===== src/rtl/cxm_pkg.sv =====
package cxm_pkg;

   // All times are in nanoseconds; counts are cycles of the 8 ns reference clock.
   localparam int CLK_PERIOD_NS           = 8;
   localparam int TXD_REARM_NS            = 4000;
   localparam int TXD_REARM_CYC           = TXD_REARM_NS / CLK_PERIOD_NS + 1;
   localparam int FILTER_NS               = 3800;
   localparam int FILTER_CYC              = (FILTER_NS + CLK_PERIOD_NS - 1) / CLK_PERIOD_NS;
   localparam int WAKE_WINDOW_NS          = 1000000;
   localparam int WAKE_WINDOW_CYC         = WAKE_WINDOW_NS / CLK_PERIOD_NS;
   localparam int DOMINANT_TIMEOUT_NS     = 1000000;
   localparam int DOMINANT_TIMEOUT_CYC    = (DOMINANT_TIMEOUT_NS + CLK_PERIOD_NS - 1) / CLK_PERIOD_NS;
   localparam int CLAMP_DETECT_NS         = 1000;
   localparam int CLAMP_DETECT_CYC        = (CLAMP_DETECT_NS + CLK_PERIOD_NS - 1) / CLK_PERIOD_NS;
   localparam int CNT_W                   = 24;

   // Reset values of the pin-facing flops.
   localparam logic RST_BUS_DOM  = 1'b0;
   localparam logic RST_RXD      = 1'b1;

   // Operating mode, Gray coded along unpowered -> standby -> normal.
   typedef enum logic [1:0]
   {
      CXM_UNPOWERED = 2'b00,
      CXM_STANDBY   = 2'b01,
      CXM_NORMAL    = 2'b11
   } cxm_mode_t;

   // Wake pattern detector, Gray coded along its usual path.
   typedef enum logic [1:0]
   {
      CXM_W_IDLE = 2'b00,
      CXM_W_DOM1 = 2'b01,
      CXM_W_REC  = 2'b11,
      CXM_W_DOM2 = 2'b10
   } cxm_wake_t;

endpackage : cxm_pkg


===== src/rtl/cxm_transceiver.sv =====
module cxm_transceiver
#(
   parameter int FILTER_CYC       = cxm_pkg::FILTER_CYC,
   parameter int WAKE_WINDOW_CYC  = cxm_pkg::WAKE_WINDOW_CYC,
   parameter int TIMEOUT_CYC      = cxm_pkg::DOMINANT_TIMEOUT_CYC,
   parameter int CLAMP_CYC        = cxm_pkg::CLAMP_DETECT_CYC,
   parameter int REARM_CYC        = cxm_pkg::TXD_REARM_CYC
)
(
   // Clock and reset
   input  wire logic ref_clk,
   input  wire logic srst,
   // Controller side
   input  wire logic txd,
   input  wire logic standby_select,
   output logic      rxd_r,
   input  wire logic rxd_pin_level,
   // Bus side
   input  wire logic bus_comparator,
   input  wire logic wake_comparator,
   output logic      bus_dominant_r,
   // Supervisors
   input  wire logic uv_vcc,
   input  wire logic uv_vio,
   input  wire logic overtemp,
   // Status
   output logic      mode_normal_r,
   output logic      wake_pattern_r,
   output logic      silent_r
);

   localparam int CW = cxm_pkg::CNT_W;

   // Saturating increment shared by all timers.
   function automatic logic [CW-1:0] sat_inc(input logic [CW-1:0] v);
      sat_inc = (&v) ? v : v + 24'h1;
   endfunction : sat_inc

   cxm_pkg::cxm_mode_t mode_r;
   cxm_pkg::cxm_mode_t mode_nxt;
   cxm_pkg::cxm_wake_t wst_r;
   cxm_pkg::cxm_wake_t wst_nxt;
   logic [CW-1:0] flt_cnt_r;
   logic [CW-1:0] win_cnt_r;
   logic [CW-1:0] dom_cnt_r;
   logic [CW-1:0] high_cnt_r;
   logic [CW-1:0] clamp_cnt_r;
   logic          wake_lvl_r;
   logic          timeout_r;
   logic          ot_block_r;
   logic          wake_flag_r;

   // Supply state and mode selection.
   wire uv          = uv_vcc || uv_vio;
   wire want_normal = !standby_select && txd;
   wire is_normal   = (mode_r == cxm_pkg::CXM_NORMAL);
   wire is_standby  = (mode_r == cxm_pkg::CXM_STANDBY);

   always_comb
   begin
      mode_nxt = mode_r;
      if (uv)
         mode_nxt = cxm_pkg::CXM_UNPOWERED;
      else if (standby_select)
         mode_nxt = cxm_pkg::CXM_STANDBY;
      else if (want_normal)
         mode_nxt = cxm_pkg::CXM_NORMAL;
      else if (mode_r == cxm_pkg::CXM_UNPOWERED)
         mode_nxt = cxm_pkg::CXM_STANDBY;
   end

   // Wake detector: the comparator level must differ from the stored one for the filter time.
   wire lvl_changed = (wake_comparator != wake_lvl_r);
   wire flt_done    = lvl_changed && (flt_cnt_r >= CW'(FILTER_CYC - 1));
   wire win_expired = (wst_r != cxm_pkg::CXM_W_IDLE) && (win_cnt_r >= CW'(WAKE_WINDOW_CYC));
   wire wake_en     = is_standby && !uv;

   always_comb
   begin
      wst_nxt = wst_r;
      if (!wake_en || win_expired)
         wst_nxt = cxm_pkg::CXM_W_IDLE;
      else if (flt_done)
      begin
         unique case (wst_r)
            cxm_pkg::CXM_W_IDLE: wst_nxt = wake_comparator ? cxm_pkg::CXM_W_DOM1 : wst_r;
            cxm_pkg::CXM_W_DOM1: wst_nxt = cxm_pkg::CXM_W_REC;
            cxm_pkg::CXM_W_REC:  wst_nxt = cxm_pkg::CXM_W_DOM2;
            cxm_pkg::CXM_W_DOM2: wst_nxt = cxm_pkg::CXM_W_DOM2;
         endcase
      end
   end

   wire wake_hit = wake_en && !win_expired && flt_done && (wst_r == cxm_pkg::CXM_W_REC);
   // The flag follows the next mode, so it is gone in the very edge that leaves Standby.
   wire stay_standby = (mode_nxt == cxm_pkg::CXM_STANDBY);

   // Transmit time-out, overtemperature and clamp gating.
   wire tx_ok      = is_normal && !timeout_r && !ot_block_r && !silent_r;
   // Supply and temperature gate the driver directly, so it lets go without waiting for the mode.
   wire drive_dom  = tx_ok && !txd && !uv && !overtemp;
   wire clamp_seen = is_normal && bus_comparator && rxd_pin_level;

   // The receive level passes through a two-entry buffer so a held word is never dropped.
   logic buf_valid;
   logic buf_ready;
   logic buf_data;
   wire  rx_level_in = is_normal ? !bus_comparator : !wake_flag_r;

   cxm_buf2 cxm_buf2_i
   (
      .ref_clk   (ref_clk),
      .srst      (srst),
      .in_valid  (1'b1),
      .in_ready  (buf_ready),
      .in_data   (rx_level_in),
      .out_valid (buf_valid),
      .out_ready (1'b1),
      .out_data  (buf_data)
   );

   always_ff @(posedge ref_clk)
   begin
      if (srst)
      begin
         mode_r     <= cxm_pkg::CXM_UNPOWERED;
         wst_r      <= cxm_pkg::CXM_W_IDLE;
         flt_cnt_r  <= '0;
         win_cnt_r  <= '0;
         wake_lvl_r <= 1'b0;
      end
      else
      begin
         mode_r <= mode_nxt;
         wst_r  <= wst_nxt;
         flt_cnt_r  <= lvl_changed ? (flt_done ? '0 : sat_inc(flt_cnt_r)) : '0;
         if (flt_done)
            wake_lvl_r <= wake_comparator;
         win_cnt_r <= (wst_nxt == cxm_pkg::CXM_W_IDLE) ? '0 : sat_inc(win_cnt_r);
      end
   end

   always_ff @(posedge ref_clk)
   begin
      if (srst)
         wake_flag_r <= 1'b0;
      else if (wake_hit && stay_standby)
         wake_flag_r <= 1'b1;
      else if (!stay_standby)
         wake_flag_r <= 1'b0;
   end

   always_ff @(posedge ref_clk)
   begin
      if (srst)
      begin
         dom_cnt_r  <= '0;
         high_cnt_r <= '0;
         timeout_r  <= 1'b0;
      end
      else
      begin
         dom_cnt_r  <= txd ? '0 : sat_inc(dom_cnt_r);
         high_cnt_r <= txd ? sat_inc(high_cnt_r) : '0;
         if (!txd && dom_cnt_r >= CW'(TIMEOUT_CYC))
            timeout_r <= 1'b1;
         else if (txd && high_cnt_r >= CW'(REARM_CYC - 1))
            timeout_r <= 1'b0;
      end
   end

   always_ff @(posedge ref_clk)
   begin
      if (srst)
         ot_block_r <= 1'b0;
      else if (overtemp)
         ot_block_r <= 1'b1;
      else if (txd)
         ot_block_r <= 1'b0;
   end

   always_ff @(posedge ref_clk)
   begin
      if (srst)
      begin
         clamp_cnt_r <= '0;
         silent_r    <= 1'b0;
      end
      else
      begin
         clamp_cnt_r <= clamp_seen ? sat_inc(clamp_cnt_r) : '0;
         if (!is_normal || !rxd_pin_level)
            silent_r <= 1'b0;
         else if (clamp_seen && clamp_cnt_r >= CW'(CLAMP_CYC - 1))
            silent_r <= 1'b1;
      end
   end

   always_ff @(posedge ref_clk)
   begin
      if (srst)
      begin
         bus_dominant_r <= cxm_pkg::RST_BUS_DOM;
         rxd_r          <= cxm_pkg::RST_RXD;
         mode_normal_r  <= 1'b0;
         wake_pattern_r <= 1'b0;
      end
      else
      begin
         bus_dominant_r <= drive_dom;
         if (uv)
            rxd_r <= 1'b1;
         else if (buf_valid)
            rxd_r <= buf_data;
         mode_normal_r  <= is_normal;
         wake_pattern_r <= wake_flag_r;
      end
   end

   // Assertions.
   no_wake_normal_a: assert property (@(posedge ref_clk) disable iff (srst)
      is_normal |-> !wake_flag_r)
      else $error("Wake flag set in Normal mode.");
   uv_release_a: assert property (@(posedge ref_clk) disable iff (srst)
      uv |=> !bus_dominant_r)
      else $error("Bus driven during undervoltage.");
   standby_mode_a: assert property (@(posedge ref_clk) disable iff (srst)
      (standby_select && !uv) |=> mode_r == cxm_pkg::CXM_STANDBY)
      else $error("Standby select did not give Standby.");
   no_normal_txd_low_a: assert property (@(posedge ref_clk) disable iff (srst)
      (!is_normal && !txd) |=> !is_normal)
      else $error("Normal entered with transmit low.");
   enter_normal_a: assert property (@(posedge ref_clk) disable iff (srst)
      (want_normal && !uv) |=> is_normal)
      else $error("Normal not entered.");
   timeout_drive_a: assert property (@(posedge ref_clk) disable iff (srst)
      timeout_r |=> !bus_dominant_r)
      else $error("Driver active after time-out.");
   ot_drive_a: assert property (@(posedge ref_clk) disable iff (srst)
      overtemp |=> ##1 !bus_dominant_r)
      else $error("Driver active under overtemperature.");
   silent_clear_a: assert property (@(posedge ref_clk) disable iff (srst)
      (silent_r && !is_normal) |=> !silent_r)
      else $error("Silent state held outside Normal.");
   wake_window_a: assert property (@(posedge ref_clk) disable iff (srst)
      win_expired |=> wst_r == cxm_pkg::CXM_W_IDLE)
      else $error("Wake detector not reset after window.");
   wake_rxd_a: assert property (@(posedge ref_clk) disable iff (srst)
      (wake_hit && !uv) |=> ##2 (!rxd_r || !is_standby))
      else $error("Wake not shown on receive output.");

   // Receive path, driver gating and undervoltage mode.
   rxbuf_room_a: assert property (@(posedge ref_clk) disable iff (srst)
      buf_ready)
      else $error("Receive buffer filled up.");
   rx_dominant_a: assert property (@(posedge ref_clk) disable iff (srst)
      (is_normal && bus_comparator) ##1 !uv |=> !rxd_r)
      else $error("Receive not low on dominant bus.");
   rx_recessive_a: assert property (@(posedge ref_clk) disable iff (srst)
      (is_normal && !bus_comparator) ##1 !uv |=> rxd_r)
      else $error("Receive not high on recessive bus.");
   standby_rxd_a: assert property (@(posedge ref_clk) disable iff (srst)
      (is_standby && !wake_flag_r) ##1 !uv |=> rxd_r)
      else $error("Receive low in Standby without wake.");
   idle_recessive_a: assert property (@(posedge ref_clk) disable iff (srst)
      !is_normal |=> !bus_dominant_r)
      else $error("Driver active outside Normal.");
   silent_drive_a: assert property (@(posedge ref_clk) disable iff (srst)
      silent_r |=> !bus_dominant_r)
      else $error("Driver active in silent state.");
   uv_rxd_a: assert property (@(posedge ref_clk) disable iff (srst)
      uv |=> rxd_r)
      else $error("Receive low during undervoltage.");
   uv_mode_a: assert property (@(posedge ref_clk) disable iff (srst)
      uv |=> mode_r == cxm_pkg::CXM_UNPOWERED)
      else $error("Mode kept during undervoltage.");

   // Timers and latched blocks.
   timeout_count_a: assert property (@(posedge ref_clk) disable iff (srst)
      $rose(timeout_r) |-> $past(dom_cnt_r) >= CW'(TIMEOUT_CYC))
      else $error("Time-out taken too early.");
   timeout_hold_a: assert property (@(posedge ref_clk) disable iff (srst)
      (timeout_r && !txd) |=> timeout_r)
      else $error("Time-out left with transmit low.");
   rearm_short_a: assert property (@(posedge ref_clk) disable iff (srst)
      (timeout_r && high_cnt_r < CW'(REARM_CYC - 1)) |=> timeout_r)
      else $error("Time-out left after a short high.");
   rearm_count_a: assert property (@(posedge ref_clk) disable iff (srst)
      $fell(timeout_r) |-> $past(txd) && $past(high_cnt_r) >= CW'(REARM_CYC - 1))
      else $error("Time-out cleared without a long high.");
   ot_latch_a: assert property (@(posedge ref_clk) disable iff (srst)
      overtemp |=> ot_block_r)
      else $error("Overtemperature not latched.");
   ot_hold_a: assert property (@(posedge ref_clk) disable iff (srst)
      (ot_block_r && !txd) |=> ot_block_r)
      else $error("Overtemperature block left with transmit low.");
   ot_clear_a: assert property (@(posedge ref_clk) disable iff (srst)
      $fell(ot_block_r) |-> $past(txd) && !$past(overtemp))
      else $error("Overtemperature block cleared too early.");
   silent_count_a: assert property (@(posedge ref_clk) disable iff (srst)
      $rose(silent_r) |-> $past(clamp_cnt_r) >= CW'(CLAMP_CYC - 1))
      else $error("Silent state entered too early.");
   clamp_clear_a: assert property (@(posedge ref_clk) disable iff (srst)
      (is_normal && !rxd_pin_level) |=> !silent_r)
      else $error("Silent state kept with receive low.");

   // Wake detector.
   filter_count_a: assert property (@(posedge ref_clk) disable iff (srst)
      $changed(wake_lvl_r) |-> $past(flt_cnt_r) >= CW'(FILTER_CYC - 1))
      else $error("Bus level taken before the filter time.");
   wake_standby_a: assert property (@(posedge ref_clk) disable iff (srst)
      $rose(wake_flag_r) |-> $past(is_standby) && is_standby)
      else $error("Wake flagged outside Standby.");
   wake_sequence_a: assert property (@(posedge ref_clk) disable iff (srst)
      $rose(wake_flag_r) |-> $past(wst_r) == cxm_pkg::CXM_W_REC)
      else $error("Wake flagged without the full pattern.");
   wake_idle_a: assert property (@(posedge ref_clk) disable iff (srst)
      !wake_en |=> wst_r == cxm_pkg::CXM_W_IDLE)
      else $error("Wake detector running while disabled.");
   flag_standby_a: assert property (@(posedge ref_clk) disable iff (srst)
      !is_standby |-> !wake_flag_r)
      else $error("Wake flag held outside Standby.");

   wake_seen_c: cover property (@(posedge ref_clk) disable iff (srst) wake_hit);
   timeout_c:   cover property (@(posedge ref_clk) disable iff (srst) $rose(timeout_r));
   silent_c:    cover property (@(posedge ref_clk) disable iff (srst) $rose(silent_r));
   normal_c:    cover property (@(posedge ref_clk) disable iff (srst) $rose(is_normal));
   expire_c:    cover property (@(posedge ref_clk) disable iff (srst) win_expired);

endmodule : cxm_transceiver


===== src/rtl/cxm_buf2.sv =====
// Two-entry skid buffer carrying the receive level (bus level in Normal, inverted wake flag otherwise) towards the receive pin.
module cxm_buf2
(
   // Clock and reset
   input  wire logic ref_clk,
   input  wire logic srst,
   // Fill side
   input  wire logic in_valid,
   output logic      in_ready,
   input  wire logic in_data,
   // Drain side
   output logic      out_valid,
   input  wire logic out_ready,
   output logic      out_data
);

   logic [1:0] mem_r;
   logic [1:0] cnt_r;
   logic       rd_ptr_r;
   logic       wr_ptr_r;
   wire        push = in_valid && in_ready;
   wire        pop  = out_valid && out_ready;

   assign in_ready  = (cnt_r != 2'h2);
   assign out_valid = (cnt_r != 2'h0);
   assign out_data  = mem_r[rd_ptr_r];

   always_ff @(posedge ref_clk)
   begin
      if (srst)
      begin
         cnt_r    <= 2'h0;
         rd_ptr_r <= 1'b0;
         wr_ptr_r <= 1'b0;
         mem_r    <= 2'h3;
      end
      else
      begin
         if (push)
         begin
            mem_r[wr_ptr_r] <= in_data;
            wr_ptr_r        <= ~wr_ptr_r;
         end
         if (pop)
            rd_ptr_r <= ~rd_ptr_r;
         cnt_r <= cnt_r + {1'b0, push} - {1'b0, pop};
      end
   end

endmodule : cxm_buf2


===== config.mk =====
export PLATFORM = sky130hd
export DESIGN_NAME = cxm_transceiver
export DESIGN_NICKNAME = d
export VERILOG_FILES = /design/src/rtl/cxm_pkg.sv /design/src/rtl/cxm_transceiver.sv /design/src/rtl/cxm_buf2.sv
export SDC_FILE = /design/constraint.sdc
export NUM_CORES = 1
export LEC_CHECK = 0
export BUFFER_PORTS_ARGS = -buffer_cell sky130_fd_sc_hd__buf_2
export CAP_MARGIN = 20
export CELL_PAD_IN_SITES_DETAIL_PLACEMENT = 0
export CELL_PAD_IN_SITES_GLOBAL_PLACEMENT = 1
export CORE_MARGIN = 2
export CORE_UTILIZATION = 43
export DETAILED_ROUTE_END_ITERATION = 8
export PLACE_DENSITY_LB_ADDON = 0.1
export SLEW_MARGIN = 20
export SYNTH_ARGS = -nofsm -noshare
export SYNTH_HDL_FRONTEND = slang
export SYNTH_SLANG_ARGS = --single-unit

===== constraint.sdc =====
create_clock -name ref_clk -period 1.95 [get_ports ref_clk]
set_input_delay 0.195 -clock ref_clk [delete_from_list [all_inputs] [get_ports ref_clk]]
set_output_delay 0.195 -clock ref_clk [all_outputs]
set_load 0.005 [all_outputs]

Yosys cells after proc, flatten, opt, wreduce, memory -nomap -nowiden. Index checks and enable logic that the tools add are counted.

Bits in registers: 139. Bits of input ports: 10. Output and inout bits: 5. Logic and storage cells: 125.

$add $sub $neg: 7. $lt $le $gt $ge: 8. Eq/ne operators: 9. Mux-type cells: 20. Bitwise operators: 5. Reduce and logical (&&, ||, !) cells: 56.

Operator list (number): $add A24 B1 Y24 const B (5); $reduce_and A24 Y1 (5); $ge A24 B17 Y1 const B (2); $ge A24 B9 Y1 const B (2); $ge A24 B7 Y1 const B (1); $logic_and A1 B1 Y1 (20); $mux W2 (7); $reduce_or A2 Y1 (7); $logic_not A1 Y1 (13); $mux W1 (10); $reduce_bool A2 Y1 (4); $eq A2 B1 Y1 const B (3); $eq A2 B2 Y1 const B (3); $logic_not A2 Y1 (3); $pmux W2 S3 (1); $not A1 Y1 (5); $lt A1 B2 Y1 const B (2); $logic_or A1 B1 Y1 (3); $reduce_or A3 Y1 (1); $add A2 B1 Y2 (1); $bwmux W2 (1); $ne A2 B1 Y1 const B (1); $ne A2 B2 Y1 const B (1); $sub A2 B1 Y2 (1); 3 further kinds (3).

Depth between registers and ports, before layout. Gate-level depths: netlist of the first run.

Depth after elaboration: 8. Gate-level depth with buffers: 8. Mapped depth without buffers: 6.

Modules after synthesis. Synthesis of the first run repeated with hierarchy kept, for this count alone.

Cell total of the unflattened synthesis: 778. Area, all modules: 6715.2 um2.

Modules (own cells, without submodules): cxm_transceiver (instances 1, cells each 746, area an instance 6404.9 um2, seq. area each 2662.6 um2); cxm_buf2 (instances 1, cells each 32, area an instance 310.3 um2, seq. area each 120.1 um2).

Worst setup path before layout of the first run. Ideal clock, no wire load.

Kind: flip-flop to flip-flop. Start: reg dom_cnt_r[0]. End: reg dom_cnt_r[0]. Setup time: 0.128 ns. Data arrival time: 1.940 ns. Data required time: 1.822 ns. Path slack: -0.118 ns. Stages on the path, launching flop included: 9. Path buffers: 2. Period minus slack after synthesis: 2.068 ns. Cell sequence: dfxtp_1 > ha_1 > buf_2 > nand4_1 > nor4_2 > buf_2 > nand2_1 > xnor2_1 > nor2_1.

Word-level cells in the longest chain between the ends: 1. Elaborated cells between the ends (all ways): 2. Classes of those cells: add/sub: 1; reduce/logical: 1.

Ends and longest elaborated chain: start, declared (line cxm_transceiver.sv:45) `logic [CW-1:0] dom_cnt_r;`; start signal, assigned (line cxm_transceiver.sv:163) `dom_cnt_r <= txd ? '0 : sat_inc(dom_cnt_r);`; $add A24 B1 Y24 or $reduce_and A24 Y1 (tied branches) (line cxm_transceiver.sv:36) `sat_inc = (&v) ? v : v + 24'h1;`.

Several ways; a longest one is shown, not always the timed one. A chain may end at the register's enable or synchronous reset.

Worst setup path in the final report of the first run.
Start: reg win_cnt_r[0]. End: reg win_cnt_r[19].

Word-level cells in the longest chain between the ends: 6. Elaborated cells between the ends (all ways): 8. Classes of those cells: add/sub: 1; order compare: 1; mux: 1; reduce/logical: 5.

Ends and longest elaborated chain: start, declared (line cxm_transceiver.sv:44) `logic [CW-1:0] win_cnt_r;`; start signal, assigned (line cxm_transceiver.sv:139) `win_cnt_r <= (wst_nxt == cxm_pkg::CXM_W_IDLE) ? '0 : sat_inc(win_cnt_r);`; $ge A24 B17 Y1 (line cxm_transceiver.sv:75) `wire win_expired = (wst_r != cxm_pkg::CXM_W_IDLE) && (win_cnt_r >= CW'(WAKE_WINDOW_CYC));`; $logic_and A1 B1 Y1 (line cxm_transceiver.sv:75); $logic_or A1 B1 Y1 (line cxm_transceiver.sv:81) `if (!wake_en || win_expired)`; $mux W2 (line cxm_transceiver.sv:81); $logic_not A2 Y1 (line cxm_transceiver.sv:139); $reduce_or A2 Y1 (no source line).

Several ways; a longest one is shown, not always the timed one.

==> results of run 1 <==
-- where the power goes --
| group | total (W) | switching, W | internal, W |
|---|---|---|---|
| Combinational | 0.000128 | 0.0000794 | 0.0000482 |
| Sequential | 0.00290 | 0.0000221 | 0.00287 |
| Clock | 0.00319 | 0.00121 | 0.00198 |
| Total | 0.00621 | 0.00131 | 0.00490 |
-- cell families after synthesis --
| kind of cell | share of synthesized area |
|---|---|
| AO/OA/AOI/OAI | 0.142 |
| XOR/XNOR | 0.0824 |
| adder cells (fa/ha/maj) | 0.0190 |
| buffers and inverters | 0.0300 |
| flip-flops | 0.422 |
| multiplexers | 0.00760 |
| other | 0.000569 |
| AND/OR/NAND/NOR | 0.296 |
-- metal layers --
layer  part of all wire  vias to the layer above
li1                   -                     3000
met1               0.48                     2778
met2               0.47                       83
met3              0.038                       19
met4              0.014                        2
met5            0.00079                        -
-- synth_stat cells, types with 3 or more instances --
master and n:
dfxtp_1 139, nor2_1 75, nand2_1 48, nor3_1 42
xnor2_1 41, nand3_1 38, a21oi_1 36, nand4_1 32
nor4_1 32, and3_1 25, xor2_1 21, o21ai_0 19
inv_1 18, clkbuf_1 17, a211oi_1 15, and4_1 15
or3_1 14, a31oi_1 12, o211ai_1 12, and2_1 11
ha_1 10, buf_2 8, or4_1 8, o31ai_1 6
mux2i_1 5, nor4b_1 5, nor2b_1 4, o21ai_1 4
a211oi_2 3, a41oi_1 3, buf_1 3, o2111ai_1 3
o211a_1 3
-- placed cells by master, fill, tap and decap left out, types with 17 or more instances in the layout --
cell | synthesis | final
xnor2_1 | 41 | 41
and3_1 | 25 | 25
inv_1 | 18 | 18
nand4_1 | 32 | 32
o21ai_0 | 19 | 19
nand2_1 | 48 | 47
buf_4 | 0 | 73
nor3_1 | 42 | 42
clkbuf_16 | 0 | 17
nor2_1 | 75 | 75
nor4_1 | 32 | 30
nand3_1 | 38 | 38
a21oi_1 | 36 | 33
dfxtp_1 | 139 | 137
xor2_1 | 21 | 21
-- worst reg2reg max path: stages (launching register included) --
cell,delay [ns]
dfxtp_2,0.35
ha_4,0.13
and4_1,0.18
or4b_4,0.48
buf_6,0.14
o2111ai_4,0.32
or3_1,0.18
a211oi_2,0.07
-- flip-flops by register name (all words and copies together) (netlist names) --
register             cells
silent_r                 1
bus_dominant_r           1
wake_pattern_r           1
ot_block_r               1
cxm_buf2_i.rd_ptr_r      1
wst_r                    2
dom_cnt_r               24
wake_lvl_r               1
timeout_r                1
mode_normal_r            1
flt_cnt_r               24
win_cnt_r               24
mode_r                   2
clamp_cnt_r             24
cxm_buf2_i.cnt_r         2
wake_flag_r              1
rxd_r                    1
cxm_buf2_i.mem_r         2
cxm_buf2_i.wr_ptr_r      1
high_cnt_r              24
-- path summary, 6_finish.rpt --
kind,startpoint,to
setup / recovery,win_cnt_r[0]$_SDFFE_PP0N_,win_cnt_r[19]$_SDFFE_PP0N_
hold / removal,standby_select,mode_r[0]$_SDFF_PP0_
setup reg to reg,win_cnt_r[0]$_SDFFE_PP0N_,win_cnt_r[19]$_SDFFE_PP0N_
hold reg to reg,cxm_buf2_i.mem_r[1]$_SDFFE_PP1P_,cxm_buf2_i.mem_r[1]$_SDFFE_PP1P_
-- timing repair --
action	in CTS	in global routing
gates cloned	0	0
hold endpoints to repair	1	0
hold buffers	2	0
setup buffers	1	3
endpoints found under the setup margin	12	47
resized for setup	11	13
pin swaps	2	6
-- through the flow --
step	cell area, sq um	util	power (W)	TNS [ns]
6_report	8120	0.538	0.00621	-0.0480
4_1_cts	8040	0.533	0.00631	0
3_3_place_gp	7380	0.489	0.00308	-0.0433
3_5_place_dp	7380	0.489	0.00308	-0.349
5_1_grt	8120	0.538	0.00645	-0.515
2_1_floorplan	6650	-	0.00302	0
-- cell type report --
cell class                 instances  area, sq um
fill                            1389         6970
multi-input combinational        588         3770
sequential                       139         2790
timing repair buffer              91          669
clock buffer                      21          470
tap                              188          235
clock inverter                    11          118
inverter                          19         71.3
==> out/results.txt, run 1 <==
Status: complete, but fails checks
Failing checks: negative setup slack
Starting density of the core: 0.436
Syn Inst Count: 761
Nature of the critical path endpoint: flop
Minimum clock period: 1.97 ns
Clk sinks: 139
Gpl congestion: 0.837
Slowest stage cell, crit path: or4b_4
Initial antenna violation count: 1
Final HPWL from detailed placement: 10900 um
Ys async rst share: 0
Clock transition at path regs: 0.06 ns
Die W: 128 um
Post-synthesis cell area: 6590 sq um
Crit-path max FO: 8
Worst-case reg-to-reg path depth: 7
Row cnt: 45
Dpl ws: -0.0884 ns
Drt first pass iters: 4
Critical Path RT: 2.24 ns
Mapped Avg Cell Area: 8.65 sq um
Clock buffer depth: 2
Grt peak-use layer: met2
Worst path bufs/invs: 1
Max-slew violations: 0
Initial drt markers: 320
Largest net degree at the start of global routing: 25
CP max stage delay: 0.48 ns
Wire per inst: 14.3 um
Die area: 16300 sq um
Worst Hold Class: input pin to flop
Routed WL: 15200 um
Grt ovf: 0
Final Skew: 0.0170 ns
Area of the core: 15100 sq um
Fmax: 508 MHz
Reg2reg setup slack: -0.02 ns
RSZ-0062 raised after global routing: yes
DP Cell Count: 1019
Synthesized flop and latch total: 139
# H-tree levels: 4
Antenna diodes: 0
Vias after detailed routing: 5882
Slew headroom: 0.652
Max-cap violations: 0
M2 GR Usage: 0.315
Register area share after synthesis: 0.422
WP depth: 7
Nets: 876
YS warnings: 0
Met1 usage: 0.259
Crit path kind: flop to flop
Setup crit start kind: flop
Crit path DAT: 2.26 ns
Hold-critical path depth: 2
Total CTS buffers: 17
Hold Vio Cnt, Final: 0
Setup Viol. Count Final: 4
Vias in the first global route: 5702
CP delay by family, top: simple AND/OR/NAND/NOR gates
Synth area leader: dfxtp_1
Synth Flop Type: dfxtp_1
Share of cells above drive strength 1: 0.178
GRT Resource Usage Total: 0.198
Top post-synthesis cells by area: dfxtp_1 (42%), xnor2_1 (5.5%), nor2_1 (4.3%), nor3_1 (3.2%), nand4_1 (3.0%)
Root Driver: clkbuf_16
Worst setup margin: -0.0181 ns
Yosys top cell area share: 0.422
Finished Layout Cells: 1057
Clk_lat worst skew: 0.42 ns
IO Port Bufs: 14
Grt met3 use: 0.0530
Chip Height: 128 um
Vias per cell: 5.56
Power Density: 765 nW/um^2
I/O pin count: 15
Critical path, cell by cell: ha_4 -> and4_1 -> or4b_4 -> buf_6 -> o2111ai_4 -> or3_1 -> a211oi_2
Area delta synth->final: 23.3%
Worst Tran Pin Value: 0.517 ns
VDD IR max: 0.000675 V
Hold WS: 0.0272 ns
Routed Antenna Nets: 0
Lkg Pwr: 2.89 nW
Post-synth EDFFs: 0
First-pass GRT wire length: 26400 um
Drt drc: 0
Synth cell types: 61
Final Cycle Share: 1.01
CTS tree: yes
Power figures use the tool's default switching activity.
==> run 2: changes to the inputs <==
- SYNTH_HIERARCHICAL: default -> 1
==> run 2 against run 1 <==
The run now ends clean. Register-to-register slack better by 0.07 ns. Non-clock buffer count is 16 higher. Die area is 1.9% higher. Combinational power increased by 110%. Critical endpoint is now flt_cnt_r[1]$_SDFFE_PP0N_. Largest cell class unchanged. Highest routed layer is now met4.
==> out/results.txt, run 2 <==
Synth Area in Compound Gates: 0.150
Gpl congestion: 0.834
Synth Flop Type: dfxtp_1
Nets: 915
Multiplexer share of the synthesized area: 0.0123
Worst Tran Pin Value: 0.722 ns
Hold WS: 0.0232 ns
Total CTS buffers: 17
Power Density: 760 nW/um^2
VDD IR max: 0.000624 V
Clk_lat worst skew: 0.42 ns
Post-synthesis cell area: 6720 sq um
Clk sinks: 139
Yosys top cell area share: 0.414
Simple-gate share of the synthesized area: 0.288
Most frequent cell after synthesis: dfxtp_1
Minimum clock period: 1.90 ns
YS warnings: 6
Worst Hold Class: input pin to flop
Switching Fraction: 0.209
Vias per cell: 5.41
Synth area leader: dfxtp_1
Lkg Pwr: 2.93 nW
Syn Inst Count: 778
Drt first pass iters: 5
Row cnt: 45
Commonest cells post-synth: dfxtp_1 (139), nor2_1 (80), nand2_1 (48)
Max-slew violations: 0
Post-synth EDFFs: 0
Grt ovf: 0
Flop pwr share: 0.458
Internal power: 0.00511 W
Fmax: 527 MHz
Hold Startpoint: rxd_pin_level
Starting density of the core: 0.440
I/O pin count: 15
Root Driver: clkbuf_16
Clock buffer depth: 2
Crit path launch: flt_cnt_r[19]$_SDFFE_PP0N_
XOR/XNOR Fraction of Synth Area: 0.0783
GRT Resource Usage Total: 0.198
Initial drt markers: 348
Setup Viol. Count Final: 0
Drt drc: 0
Synthesized flop and latch total: 139
Largest net degree at the start of global routing: 25
Initial antenna violation count: 1
Status: completed
Chip Height: 129 um
Slew headroom: 0.517
Register area share after synthesis: 0.414
Register Area: 2800 sq um
Psw: 0.00135 W
Routed Antenna Nets: 0
CTS tree: yes
First-pass GRT wire length: 26700 um
# H-tree levels: 4
RSZ-0062 raised after global routing: yes
Synth cell types: 72
Ys async rst share: 0
Worst-case reg-to-reg path depth: 6
Vias after detailed routing: 6058
Filler Cells Inserted: 1388
Mapped Avg Cell Area: 8.63 sq um
Share of cells above drive strength 1: 0.228
Die area: 16600 sq um
Routed WL: 15800 um
Max-cap violations: 0
Critical Path RT: 2.28 ns
Die W: 129 um
Most frequent cells in the layout: dfxtp_1 (125), buf_4 (88), nor2_1 (80)
Hold Vio Cnt, Final: 0
Final Cycle Share: 0.974
Wire per inst: 14.1 um
Finished Layout Cells: 1119
Share of power burned in the clock network: 0.500
Nature of the critical path endpoint: flop
Post-Synth Adder-Cell Area: 0.0205
Setup crit start kind: flop
Final Skew: 0.00718 ns
Most common cell after layout, fill and taps aside: dfxtp_1
Largest family of logic cells by synthesized area: simple AND/OR/NAND/NOR gates
Crit path kind: flop to flop
Area of the core: 15300 sq um
IO Port Bufs: 14
Clock transition at path regs: 0.05 ns
DP Cell Count: 1079
Crit path DAT: 2.23 ns
Area delta synth->final: 26.8%
Area of the multi-input gates: 3970 sq um
Vias in the first global route: 5693
Crit-path max FO: 9
Final HPWL from detailed placement: 11000 um
Top post-synthesis cells by area: dfxtp_1 (41%), xnor2_1 (5.2%), nor2_1 (4.5%), nand3_1 (2.8%), a21oi_1 (2.8%)
FF-to-FF Start: flt_cnt_r[19]$_SDFFE_PP0N_
Combinational share of power: 0.042
Hold-critical path depth: 2
## run 2: cell types whose count changed in the layout (fill, tap and decap cells not counted), sizes merged, moves of 6 or more
| cell | change |
|---|---|
| o211ai | -8 |
| buf | +17 |
| or3 | +9 |
| nor3 | -6 |
| o21ai | +11 |
| conb | +7 |
| nor4 | -7 |
| and3 | -12 |
## run 2: worst paths after layout
kind	endpoint	slack, ns
setup / recovery	flt_cnt_r[1]$_SDFFE_PP0N_	0.05
hold / removal	silent_r$_SDFFE_PP0P_	0.02
setup reg to reg	flt_cnt_r[1]$_SDFFE_PP0N_	0.05
hold reg to reg	dom_cnt_r[15]$_SDFFE_PP0N_	0.48
## run 2: repair_timing
item / CTS / global route
pin swaps: 1 / 10
setup endpoints to repair: 34 / 48
cloned: 1 / 1
endpoints found under the hold margin: 1 / 0
buffers inserted: 0 / 5
hold buffers: 1 / 0
resized for setup: 7 / 42
## run 2: cells by family after synthesis
logic type                 after synthesis
other                                    2
and+or+nand+nor                        355
xor gates and xnor gates                60
buffers and inverters                   54
muxes                                    8
adders and majority gates               11
AOI/OAI and AO/OA                      149
DFF                                    139
## run 2: power by group through the flow
stage | sequential (W) | combinational, W | clock [W]
CTS | 0.00296 | 0.000267 | 0.00331
finish | 0.00296 | 0.000272 | 0.00323
global placement | 0.00302 | 0.000252 | 0
global route | 0.00297 | 0.000305 | 0.00343
floorplan | 0.00301 | 0.000197 | 0
detailed placement | 0.00302 | 0.000258 | 0
## run 2: metrics by stage
step	utilization	area [sq um]	power [W]	worst slack [ns]	setup TNS, ns
2_1_floorplan	-	6800	0.00320	0.00317	0
3_3_place_gp	0.501	7640	0.00327	-0.233	-5.13
3_5_place_dp	0.502	7650	0.00328	-0.0510	-0.103
4_1_cts	0.544	8310	0.00654	0.00535	0
5_1_grt	0.558	8510	0.00671	-0.0283	-0.0465
6_report	0.558	8510	0.00647	0.0510	0
## run 2: routing by layer
| layer | up-vias | share of wire | track usage |
|---|---|---|---|
| met5 | - | 0 | 0 |
| met4 | 0 | 0.011 | 0.0697 |
| met3 | 15 | 0.023 | 0.0424 |
| met2 | 64 | 0.48 | 0.329 |
| met1 | 2890 | 0.49 | 0.253 |
| li1 | 3089 | - | - |
## run 2: area by class of cell
cell class,count,area share
multi-input cells,607,0.466
flip-flops and latches,139,0.329
repair buffers,107,0.0933
clock buffers,25,0.0606
well taps,211,0.0310
clock inverters,7,0.0100
inverters,22,0.00970
diodes,1,0.000294
## run 2: worst max-delay path, cell delays in order (launching register included)
cell and delay (ns):
dfxtp_1 0.33, nor4_2 0.33, and4_4 0.30, o41ai_4 0.12
buf_4 0.18, or3_4 0.40, a211oi_2 0.15
